<file path="config.mk">
export PLATFORM = sky130hd
export DESIGN_NAME = crba_core
export DESIGN_NICKNAME = d
export VERILOG_FILES = /design/src/design/crba_pkg.sv /design/src/design/crba_core.sv
export VERILOG_INCLUDE_DIRS = /design/src /design/src/design
export SDC_FILE = /design/constraint.sdc
export NUM_CORES = 1
export LEC_CHECK = 0
export CORE_ASPECT_RATIO = 0.6
export CORE_MARGIN = 1.5
export CORE_UTILIZATION = 55
export CTS_CLUSTER_DIAMETER = 40
export DETAILED_ROUTE_END_ITERATION = 12
export DONT_BUFFER_PORTS = 1
export GPL_ROUTABILITY_DRIVEN = 0
export PLACE_DENSITY = 0.81
export SYNTH_ARGS = -nofsm -noshare
export SYNTH_HDL_FRONTEND = slang
export SYNTH_SLANG_ARGS = --single-unit
</file>
<file path="constraint.sdc">
create_clock -name clock -period 9.2 [get_ports clock]
set_input_delay 0 -clock clock [delete_from_list [all_inputs] [get_ports clock]]
set_output_delay 0 -clock clock [all_outputs]
set_load 0.01 [all_outputs]
</file>
<file path="src/design/crba_defines.svh">
// Constants for the CPU register bank and addressing block
`ifndef CRBA_DEFINES_SVH
`define CRBA_DEFINES_SVH

// Register indices; byte address is four times the index
`define CRBA_IDX_IP      9'h000
`define CRBA_IDX_ACC     9'h001
`define CRBA_IDX_TMP     9'h002
`define CRBA_IDX_INDEX   9'h003
`define CRBA_IDX_EP      9'h004
`define CRBA_IDX_SP      9'h005
`define CRBA_IDX_PSW     9'h006
`define CRBA_IDX_MIRROR  9'h078

// General-purpose register page and direct window base
`define CRBA_GP_PAGE     8'h01
`define CRBA_DIR_BASE    16'h0080

// Condition code byte bit positions
`define CRBA_CCR_H       7
`define CRBA_CCR_I       6
`define CRBA_CCR_IL_HI   5
`define CRBA_CCR_IL_LO   4
`define CRBA_CCR_N       3
`define CRBA_CCR_Z       2
`define CRBA_CCR_V       1
`define CRBA_CCR_C       0

// Reset values
`define CRBA_CCR_RST     8'h30
`define CRBA_RBP_RST     5'h00
`define CRBA_DBF_RST     3'h0
`define CRBA_IP_RST      16'h0000
`define CRBA_WORD_RST    16'h0000

`endif

</file>
<file path="src/design/crba_pkg.sv">
// Types shared by the CPU register bank and addressing block
package crba_pkg;

    typedef enum logic [6:0] {
        CRBA_SEL_IP    = 7'h01,
        CRBA_SEL_ACC   = 7'h02,
        CRBA_SEL_TMP   = 7'h04,
        CRBA_SEL_INDEX = 7'h08,
        CRBA_SEL_EP    = 7'h10,
        CRBA_SEL_SP    = 7'h20,
        CRBA_SEL_PSW   = 7'h40
    } crba_reg_sel_type;

    typedef enum logic [3:0] {
        CRBA_OP_ADD = 4'h1,
        CRBA_OP_SUB = 4'h2,
        CRBA_OP_SHL = 4'h4,
        CRBA_OP_SHR = 4'h8
    } crba_alu_op_type;

    typedef enum logic [1:0] {
        CRBA_BUS_IDLE = 2'h1,
        CRBA_BUS_ACK  = 2'h2
    } crba_bus_state_type;

    typedef struct packed {
        logic             en;
        crba_reg_sel_type sel;
        logic [15:0]      data;
    } crba_reg_wr_type;

    typedef struct packed {
        logic            en;
        crba_alu_op_type op;
        logic            byte_mode;
    } crba_alu_req_type;

    typedef struct packed {
        logic [15:0] res;
        logic        h;
        logic        n;
        logic        z;
        logic        v;
        logic        c;
    } crba_alu_type;

    typedef struct packed {
        crba_bus_state_type bus;
        logic               waitreq;
        logic [31:0]        rdata;
        logic [15:0]        ip;
        logic [15:0]        acc;
        logic [15:0]        tmp;
        logic [15:0]        index;
        logic [15:0]        ep;
        logic [15:0]        sp;
        logic [4:0]         rbp;
        logic [2:0]         dbf;
        logic [7:0]         condition_code_byte;
        logic [15:0]        gp_addr;
        logic               gp_vld;
        logic [15:0]        dir_addr;
        logic               dir_vld;
        logic [15:0]        idx_addr;
        logic               idx_vld;
        logic               irq_take;
    } crba_state_type;

endpackage : crba_pkg

</file>
<file path="src/design/crba_core.sv">
// CPU dedicated registers, status word and address generation with Avalon-MM access
//
// Our own choices: the Avalon-MM register port and the address map.
`timescale 1ns/10ps
`default_nettype none
`include "crba_defines.svh"

module crba_core
    import crba_pkg::*;
(
    // Clock and reset
    input  wire logic             clock,
    input  wire logic             rst_n,
    // Avalon-MM register slave
    input  wire logic [10:0]      avs_address,
    input  wire logic             avs_read,
    input  wire logic             avs_write,
    input  wire logic [31:0]      avs_writedata,
    input  wire logic [3:0]       avs_byteenable,
    output logic      [31:0]      avs_readdata,
    output logic                  avs_waitrequest,
    // Decoder register writes and fetch advance
    input  wire crba_reg_wr_type  reg_wr,
    input  wire logic             ip_advance,
    // Arithmetic request on accumulator and temporary accumulator
    input  wire crba_alu_req_type alu_req,
    // Address generation requests
    input  wire logic             gp_req,
    input  wire logic [2:0]       gp_opcode_bits,
    input  wire logic             dir_req,
    input  wire logic [7:0]       dir_addr,
    input  wire logic             idx_req,
    input  wire logic [7:0]       idx_disp,
    // Interrupt request
    input  wire logic             irq_req,
    input  wire logic [1:0]       irq_level,
    // Generated addresses and interrupt take
    output logic      [15:0]      gp_addr,
    output logic                  gp_addr_valid,
    output logic      [15:0]      dir_mapped,
    output logic                  dir_valid,
    output logic      [15:0]      idx_addr,
    output logic                  idx_valid,
    output logic                  irq_take,
    // Register contents toward the decoder
    output logic      [15:0]      instruction_pointer,
    output logic      [15:0]      accumulator,
    output logic      [15:0]      temp_accumulator,
    output logic      [15:0]      index_reg,
    output logic      [15:0]      extra_pointer,
    output logic      [15:0]      stack_pointer,
    output logic      [15:0]      program_status_word
);

    function automatic crba_alu_type crba_alu(
        input logic [15:0]     a,
        input logic [15:0]     b,
        input crba_alu_op_type op,
        input logic            byte_mode,
        input logic            old_h
    );
        logic [16:0]  s;
        logic [8:0]   s8;
        logic [4:0]   h;
        logic         a_msb;
        logic         b_msb;
        logic         r_msb;
        crba_alu_type r;
        begin
            s  = 17'h00000;
            s8 = 9'h000;
            h  = 5'h00;
            r  = '0;
            r.h = old_h;
            unique case (op)
                CRBA_OP_ADD: begin
                    s  = {1'b0, a} + {1'b0, b};
                    s8 = {1'b0, a[7:0]} + {1'b0, b[7:0]};
                    h  = {1'b0, a[3:0]} + {1'b0, b[3:0]};
                end
                CRBA_OP_SUB: begin
                    s  = {1'b0, a} - {1'b0, b};
                    s8 = {1'b0, a[7:0]} - {1'b0, b[7:0]};
                    h  = {1'b0, a[3:0]} - {1'b0, b[3:0]};
                end
                default: ;
            endcase
            // Byte ops touch only the low byte; upper byte is kept
            a_msb = byte_mode ? a[7] : a[15];
            b_msb = byte_mode ? b[7] : b[15];
            unique case (op)
                CRBA_OP_SHL: begin
                    r.res = byte_mode ? {a[15:8], a[6:0], 1'b0} : {a[14:0], 1'b0};
                    r.c   = a_msb;
                end
                CRBA_OP_SHR: begin
                    r.res = byte_mode ? {a[15:8], 1'b0, a[7:1]} : {1'b0, a[15:1]};
                    r.c   = a[0];
                end
                default: begin
                    r.res = byte_mode ? {a[15:8], s8[7:0]} : s[15:0];
                    r.c   = byte_mode ? s8[8] : s[16];
                    r.h   = h[4];
                end
            endcase
            r_msb = byte_mode ? r.res[7] : r.res[15];
            r.n = r_msb;
            r.z = byte_mode ? (r.res[7:0] == 8'h00) : (r.res == 16'h0000);
            unique case (op)
                CRBA_OP_ADD: r.v = (a_msb == b_msb) && (r_msb != a_msb);
                CRBA_OP_SUB: r.v = (a_msb != b_msb) && (r_msb != a_msb);
                default:     r.v = 1'b0;
            endcase
            crba_alu = r;
        end
    endfunction : crba_alu

    // Window base steps by 128 bytes per direct bank value
    function automatic logic [15:0] crba_dir_map(input logic [7:0] addr, input logic [2:0] dbf);
        begin
            if (!addr[7]) begin
                crba_dir_map = {8'h00, addr};
            end else begin
                crba_dir_map = `CRBA_DIR_BASE + {6'h00, dbf, 7'h00} + {9'h000, addr[6:0]};
            end
        end
    endfunction : crba_dir_map

    function automatic logic [15:0] crba_merge(
        input logic [15:0] old,
        input logic [31:0] wdata,
        input logic [3:0]  be
    );
        begin
            crba_merge = {be[1] ? wdata[15:8] : old[15:8], be[0] ? wdata[7:0] : old[7:0]};
        end
    endfunction : crba_merge

    logic [1:0]     rst_sync_ff;
    logic           rst_sync_n;
    crba_state_type st_ff;
    crba_state_type nxt_st;
    crba_alu_type   alu_r;
    logic [8:0]     bus_idx;
    logic [15:0]    psw;
    logic           int_enable;
    logic [1:0]     cur_il;

    assign rst_sync_n = rst_sync_ff[1];
    assign bus_idx    = avs_address[10:2];
    assign psw        = {st_ff.rbp, st_ff.dbf, st_ff.condition_code_byte};
    assign int_enable = st_ff.condition_code_byte[`CRBA_CCR_I];
    assign cur_il     = st_ff.condition_code_byte[`CRBA_CCR_IL_HI:`CRBA_CCR_IL_LO];
    assign alu_r      = crba_alu(st_ff.acc, st_ff.tmp, alu_req.op, alu_req.byte_mode,
                                 st_ff.condition_code_byte[`CRBA_CCR_H]);

    always_ff @(posedge clock or negedge rst_n) begin
        if (!rst_n) begin
            rst_sync_ff <= 2'h0;
        end else begin
            rst_sync_ff <= {rst_sync_ff[0], 1'b1};
        end
    end

    always_comb begin
        nxt_st = st_ff;
        // Address generation, all within the 16-bit space
        nxt_st.gp_vld = gp_req;
        if (gp_req) begin
            nxt_st.gp_addr = {`CRBA_GP_PAGE, st_ff.rbp, gp_opcode_bits};
        end
        nxt_st.dir_vld = dir_req;
        if (dir_req) begin
            nxt_st.dir_addr = crba_dir_map(dir_addr, st_ff.dbf);
        end
        nxt_st.idx_vld = idx_req;
        if (idx_req) begin
            nxt_st.idx_addr = st_ff.index + {{8{idx_disp[7]}}, idx_disp};
        end
        // Lower code means higher priority; a level-3 request never wins
        nxt_st.irq_take = irq_req && int_enable && (irq_level < cur_il);
        // Bus slave: one wait cycle, then acknowledge; writes land on the acknowledge edge
        unique case (st_ff.bus)
            CRBA_BUS_IDLE: begin
                if (avs_read || avs_write) begin
                    nxt_st.bus     = CRBA_BUS_ACK;
                    nxt_st.waitreq = 1'b0;
                    nxt_st.rdata   = 32'h00000000;
                    if (avs_read) begin
                        unique case (bus_idx)
                            `CRBA_IDX_IP:     nxt_st.rdata = {16'h0000, st_ff.ip};
                            `CRBA_IDX_ACC:    nxt_st.rdata = {16'h0000, st_ff.acc};
                            `CRBA_IDX_TMP:    nxt_st.rdata = {16'h0000, st_ff.tmp};
                            `CRBA_IDX_INDEX:  nxt_st.rdata = {16'h0000, st_ff.index};
                            `CRBA_IDX_EP:     nxt_st.rdata = {16'h0000, st_ff.ep};
                            `CRBA_IDX_SP:     nxt_st.rdata = {16'h0000, st_ff.sp};
                            `CRBA_IDX_PSW:    nxt_st.rdata = {16'h0000, psw};
                            `CRBA_IDX_MIRROR: nxt_st.rdata = {24'h000000, st_ff.rbp, st_ff.dbf};
                            default:          nxt_st.rdata = 32'h00000000;
                        endcase
                    end
                end
            end
            CRBA_BUS_ACK: begin
                nxt_st.bus     = CRBA_BUS_IDLE;
                nxt_st.waitreq = 1'b1;
                if (avs_write) begin
                    unique case (bus_idx)
                        `CRBA_IDX_IP:    nxt_st.ip    = crba_merge(st_ff.ip, avs_writedata, avs_byteenable);
                        `CRBA_IDX_ACC:   nxt_st.acc   = crba_merge(st_ff.acc, avs_writedata, avs_byteenable);
                        `CRBA_IDX_TMP:   nxt_st.tmp   = crba_merge(st_ff.tmp, avs_writedata, avs_byteenable);
                        `CRBA_IDX_INDEX: nxt_st.index = crba_merge(st_ff.index, avs_writedata, avs_byteenable);
                        `CRBA_IDX_EP:    nxt_st.ep    = crba_merge(st_ff.ep, avs_writedata, avs_byteenable);
                        `CRBA_IDX_SP:    nxt_st.sp    = crba_merge(st_ff.sp, avs_writedata, avs_byteenable);
                        `CRBA_IDX_PSW: begin
                            {nxt_st.rbp, nxt_st.dbf, nxt_st.condition_code_byte} = crba_merge(psw, avs_writedata, avs_byteenable);
                        end
                        `CRBA_IDX_MIRROR: begin
                            if (avs_byteenable[0]) begin
                                {nxt_st.rbp, nxt_st.dbf} = avs_writedata[7:0];
                            end
                        end
                        default: ;
                    endcase
                end
            end
        endcase
        // Core activity overrides a software write in the same cycle
        if (ip_advance) begin
            nxt_st.ip = st_ff.ip + 16'h0001;
        end
        if (alu_req.en) begin
            nxt_st.acc                  = alu_r.res;
            nxt_st.condition_code_byte[`CRBA_CCR_H]     = alu_r.h;
            nxt_st.condition_code_byte[`CRBA_CCR_N]     = alu_r.n;
            nxt_st.condition_code_byte[`CRBA_CCR_Z]     = alu_r.z;
            nxt_st.condition_code_byte[`CRBA_CCR_V]     = alu_r.v;
            nxt_st.condition_code_byte[`CRBA_CCR_C]     = alu_r.c;
        end
        if (reg_wr.en) begin
            unique case (reg_wr.sel)
                CRBA_SEL_IP:    nxt_st.ip    = reg_wr.data;
                CRBA_SEL_ACC:   nxt_st.acc   = reg_wr.data;
                CRBA_SEL_TMP:   nxt_st.tmp   = reg_wr.data;
                CRBA_SEL_INDEX: nxt_st.index = reg_wr.data;
                CRBA_SEL_EP:    nxt_st.ep    = reg_wr.data;
                CRBA_SEL_SP:    nxt_st.sp    = reg_wr.data;
                CRBA_SEL_PSW:   {nxt_st.rbp, nxt_st.dbf, nxt_st.condition_code_byte} = reg_wr.data;
                default: ;
            endcase
        end
    end

    always_ff @(posedge clock or negedge rst_sync_n) begin
        if (!rst_sync_n) begin
            st_ff          <= '0;
            st_ff.bus      <= CRBA_BUS_IDLE;
            st_ff.waitreq  <= 1'b1;
            st_ff.ip       <= `CRBA_IP_RST;
            // Data registers have no architectural reset; zero keeps simulation clean
            st_ff.acc      <= `CRBA_WORD_RST;
            st_ff.rbp      <= `CRBA_RBP_RST;
            st_ff.dbf      <= `CRBA_DBF_RST;
            st_ff.condition_code_byte      <= `CRBA_CCR_RST;
        end else begin
            st_ff <= nxt_st;
        end
    end

    assign avs_readdata        = st_ff.rdata;
    assign avs_waitrequest     = st_ff.waitreq;
    assign gp_addr             = st_ff.gp_addr;
    assign gp_addr_valid       = st_ff.gp_vld;
    assign dir_mapped          = st_ff.dir_addr;
    assign dir_valid           = st_ff.dir_vld;
    assign idx_addr            = st_ff.idx_addr;
    assign idx_valid           = st_ff.idx_vld;
    assign irq_take            = st_ff.irq_take;
    assign instruction_pointer = st_ff.ip;
    assign accumulator         = st_ff.acc;
    assign temp_accumulator    = st_ff.tmp;
    assign index_reg           = st_ff.index;
    assign extra_pointer       = st_ff.ep;
    assign stack_pointer       = st_ff.sp;
    assign program_status_word = psw;
endmodule : crba_core
`default_nettype wire

</file>
# --- Yosys cells after proc, flatten, opt, wreduce, memory -nomap -nowiden ---
# Cells that the tools add are included.
word_totals:
  in_bits: 107
  latch_bits: 0
  ram_bits: 0
  mem_count: 0
  word_cells: 122
  output_inout_bits: 197
  rom_bits: 0
  register_bits: 194
op_classes:
  eq_ne: 24
  n_reduce_logical: 10
  n_bitwise: 0
  n_shift: 0
  mul: 0
  div_mod_pow: 0
  magnitude_cmp: 1
  n_mux: 57
  addsub: 10
ops:
  columns: ["op", "n"]
  rows:
  - ["112-bit 2-to-1 mux", 3]
  - ["16-bit 2-to-1 mux", 18]
  - ["8-bit 2-to-1 mux", 16]
  - ["16-bit case mux with 8 select lines", 1]
  - ["35-bit 2-to-1 mux", 1]
  - ["17-bit case mux with 2 select lines", 1]
  - ["32-bit 2-to-1 mux", 1]
  - ["16-bit case mux with 2 select lines", 1]
  - ["9-bit by 3-bit equality test with 1-bit output (second input constant)", 3]
  - ["9-bit by 2-bit equality test with 1-bit output (second input constant)", 2]
  - ["9-bit case mux with 2 select lines", 1]
  - ["16-bit by 16-bit adder with 17-bit output", 1]
  - ["16-bit by 16-bit subtractor with 17-bit output", 1]
  - ["16-bit by 1-bit adder with 16-bit output (second input constant)", 1]
  - ["16-bit adder", 1]
  - ["16-bit zero test", 1]
  - ["8-bit case mux with 2 select lines", 1]
  - ["11-bit by 7-bit adder with 12-bit output", 1]
  - ["12-bit 2-to-1 mux", 1]
  - ["8-bit by 10-bit adder with 11-bit output (first input constant)", 1]
  - ["5-bit case mux with 2 select lines", 1]
  - ["8-bit by 8-bit adder with 9-bit output", 1]
  - ["9-bit by 1-bit equality test with 1-bit output (second input constant)", 1]
  - ["9-bit by 7-bit equality test with 1-bit output (second input constant)", 1]
  - ["30 further kinds", 41]

# --- Depth between registers and ports, before layout ---
logic_depth:
  word_depth: 11
  depth_mapped: 16
  mapped_depth_nobuf: 16

# --- Worst setup path before layout ---
# No wires, ideal clock.
synth_path:
  kind: "register -> register"
  start: "register st_ff, in the netlist temp_accumulator[2]"
  end: "register st_ff, in the netlist accumulator[14]"
  path_buffers: 0
  setup_ns: 0.136
  arrival_time_ns: 3.273
  path_slack_ns: 5.791
  path_stages_with_launch: 14
  required_ns: 9.064
  path_cell_list: "dfrtp_1 > or3_1 > nor4_1 > nand2_1 > o31ai_1 > xor2_1 > ha_1 > inv_1 > or3_1 > o21ai_1 > mux2_2 > nor3_1 > mux2_2 > o21ai_0"
synth_rtl:
  columns: ["element", "line", "text"]
  rows:
  - ["start, declared", "crba_core.sv:141", "crba_state_type st_ff;"]
  - ["start signal, assigned", "crba_core.sv:266", "st_ff <= nxt_st;"]

==> flow_summary.json <==
{
  "grt_max_degree": 71,
  "worstSetupPathType": "flop to flop",
  "fin_worst_skew_ps": 17.2,
  "place_area_mm2": 0.0119,
  "core_mm2": 0.0231,
  "die_h_um": 122,
  "tritoncts_num_sinks": 172,
  "crit_slowest_cell": "nor4_1",
  "drt-wirelength-per-cell_um": 26.3,
  "drt-initial-drc-count": 1891,
  "worst_pin_slew_ps": 1220,
  "grt_pass1_wl_um": 66400,
  "leakagePower_nw": 5.60,
  "grt_usage_pct": 36.3,
  "crit_arrival_ps": 5360,
  "grt_pass1_vias": 10500,
  "area_growth_pct": 4.02,
  "synthTopCellsByArea": "dfrtp_1, buf_4, mux2i_1",
  "via_count": 11400,
  "gr-total-overflow": 0,
  "clk_latency_ps": 450,
  "pin_count": 304,
  "synth_edf_count": 0,
  "final_cell_mix": "dfrtp_1, a21oi_1, nor2_1",
  "yosysSeqAreaShare_pct": 33.2,
  "vias_per_cell": 6.65,
  "numPortBuffers": 0,
  "setup_viol": 0,
  "utilization_pct": 58.3,
  "async_flop_share_pct": 100,
  "fin_area_mm2": 0.0135,
  "status": "finished clean",
  "busiest_layer": "met2",
  "synthFlopType": "dfrtp_1",
  "max_freq_ghz": 0.201,
  "cp-start-kind": "flop",
  "hold_violations": 0,
  "yosysWarnings": 0,
  "die_area_mm2": 0.0245,
  "peakVddDrop_uv": 126,
  "cp_cell_sequence": "or3_1 > nor4_1 > nand2_1 > o31ai_1 > xor2_1 > ha_1 > inv_1 > or3_1 > o211ai_1 > nand2_1 > and3_1 > o31a_1 > o21ai_1 > dlygate4sd3_1",
  "drt_wl_total_um": 45200,
  "fin_tns_setup_ps": 0,
  "fill_cells": 1991,
  "cp-end-kind": "flop",
  "hpwl_um": 30900,
  "layout_commonest_cell": "dfrtp_1",
  "crit_buf_inv": 2,
  "postRouteAntennaNets": 0,
  "fin_crit_sh_pct": 54.1,
  "slew-limit-headroom_pct": 17.9,
  "min_path_type": "input port to flop",
  "postSynthCellCount": 1490,
  "cts.path.max_buffers": 2,
  "initial_core_util_pct": 56.0,
  "rsz0062_at_grt": "no",
  "cp.required_ps": 9580,
  "finalNetCount": 1527,
  "fin_crit_ps": 4980,
  "synth_cell_types": 85,
  "rows": 43,
  "layout-drive-gt1-share_pct": 9.74,
  "syn_area_per_cell_um2": 8.70,
  "syn_area_mm2": 0.0130,
  "grtUsageMet2_pct": 51.3,
  "power.density_mw_per_mm2": 205,
  "cp_max_fo": 6,
  "cpLargestDelayFamily": "simple AND/OR/NAND/NOR gates",
  "drv_slew": 0,
  "grt_antenna_before_repair": 8,
  "clk_pin_slew_worst_paths_ps": 80,
  "cts_tree": "done",
  "synth_area_leader_cell": "dfrtp_1",
  "die_w_um": 201,
  "yosys_register_bits": 172,
  "maxCapViolCount": 0,
  "h-tree-depth": 4,
  "slowest_delay_ps": 860,
  "synth_top_area_share_pct": 32.6,
  "cts-root-buf": "clkbuf_16",
  "dr.pass1.iters": 8,
  "met3_usage_pct": 19.2,
  "whs_ps": 17.5,
  "drc": 0,
  "globalRouteMet1Util_pct": 47.5,
  "cts_buffers": 17
}
==> kinds of logic (layout without fill, tap and decap cells) <==
| group | count (synthesis) | in the layout | share of synthesized area [%] |
|---|---|---|---|
| buffers and inverters | 296 | 175 | 14.3 |
| other | 2 | 35 | 0.0580 |
| adders and majority gates | 37 | 37 | 3.69 |
| DFF | 172 | 172 | 33.2 |
| xor gates and xnor gates | 37 | 37 | 2.50 |
| muxes | 163 | 163 | 13.0 |
| AOI/OAI and AO/OA | 373 | 373 | 17.8 |
| and+or+nand+nor | 410 | 410 | 15.4 |
==> worst reg2reg max path, cell delays in order (launching register included) <==
cell and delay (ps):
dfrtp_1 520, or3_1 470, nor4_1 860, nand2_1 230
o31ai_1 300, xor2_1 110, ha_1 360, inv_1 100
or3_1 400, o211ai_1 320, nand2_1 110, and3_1 180
o31a_1 270, o21ai_1 120, dlygate4sd3_1 550
==> cells in the mapped netlist, drive strengths merged, types with 4 or more instances <==
cell	n
a211oi	12
a21o	8
a21oi	146
a221oi	12
a22oi	19
a31oi	5
and2	8
and3	7
buf	210
clkbuf	54
dfrtp	169
ha	35
inv	32
mux2	43
mux2i	120
nand2	111
nand2b	10
nand3	39
nand3b	10
nand4	6
nor2	147
nor2b	6
nor3	29
nor4	10
nor4b	8
o211ai	6
o21ai	101
o221ai	5
o22ai	16
o31ai	5
o41ai	4
or2	4
or3	7
xnor2	21
xor2	16
==> timing repair <==
action | CTS | global route
setup endpoints to repair | 0 | 0
hold buffers | 95 | 0
setup buffers | 0 | 0
hold endpoints to repair | 168 | 0
resized for setup | 0 | 0
==> layer usage <==
layer | routed length [um] | share of wire [%]
met5 | 24 | 0.053
met4 | 1250 | 2.8
met3 | 8220 | 18
met2 | 18500 | 41
met1 | 17200 | 38
==> cell type report <==
class	count	area (um^2)	area share [%]
sequential	172	4310	32.0
clock inverter	15	183	1.36
antenna	6	15.0	0.111
clock buffer	17	425	3.16
timing repair buffer	111	1080	8.02
multi-input combinational	1049	6950	51.6
inverter	32	120	0.891
tap	315	394	2.92
==> power breakdown <==
group,leakage (nW),internal [mW],switching [mW]
clock network,0.300,0.433,0.339
logic,3.12,0.366,0.455
registers,2.19,0.877,0.294
==> stage by stage <==
step | setup WS (ps) | instances | total power, mW
2_1_floorplan | 4060 | 1517 | 1.83
3_3_place_gp | 4790 | 1584 | 1.86
3_5_place_dp | 4700 | 1584 | 1.89
4_1_cts | 4330 | 1711 | 2.73
5_1_grt | 3830 | 1716 | 2.88
6_report | 4220 | 1717 | 2.76
==> path summary, 6_finish.rpt <==
kind                                          startpoint                           endpoint  slack [ps]  depth (start not counted)
max                        temp_accumulator[2]$_DFF_PN0_   program_status_word[0]$_DFF_PN0_        4220                         14
min reg2reg                     rst_sync_ff[0]$_DFF_PN0_           rst_sync_ff[1]$_DFF_PN0_         360                          0
max in group asynchronous       rst_sync_ff[1]$_DFF_PN0_   program_status_word[3]$_DFF_PN0_        7340                          1
min in group asynchronous                          rst_n           rst_sync_ff[0]$_DFF_PN0_         320                          2
min                                    avs_writedata[15]  instruction_pointer[15]$_DFF_PN0_          20                          4
max reg2reg                temp_accumulator[2]$_DFF_PN0_   program_status_word[0]$_DFF_PN0_        4220                         14
Note: power is estimated with default switching activity, not from simulation.
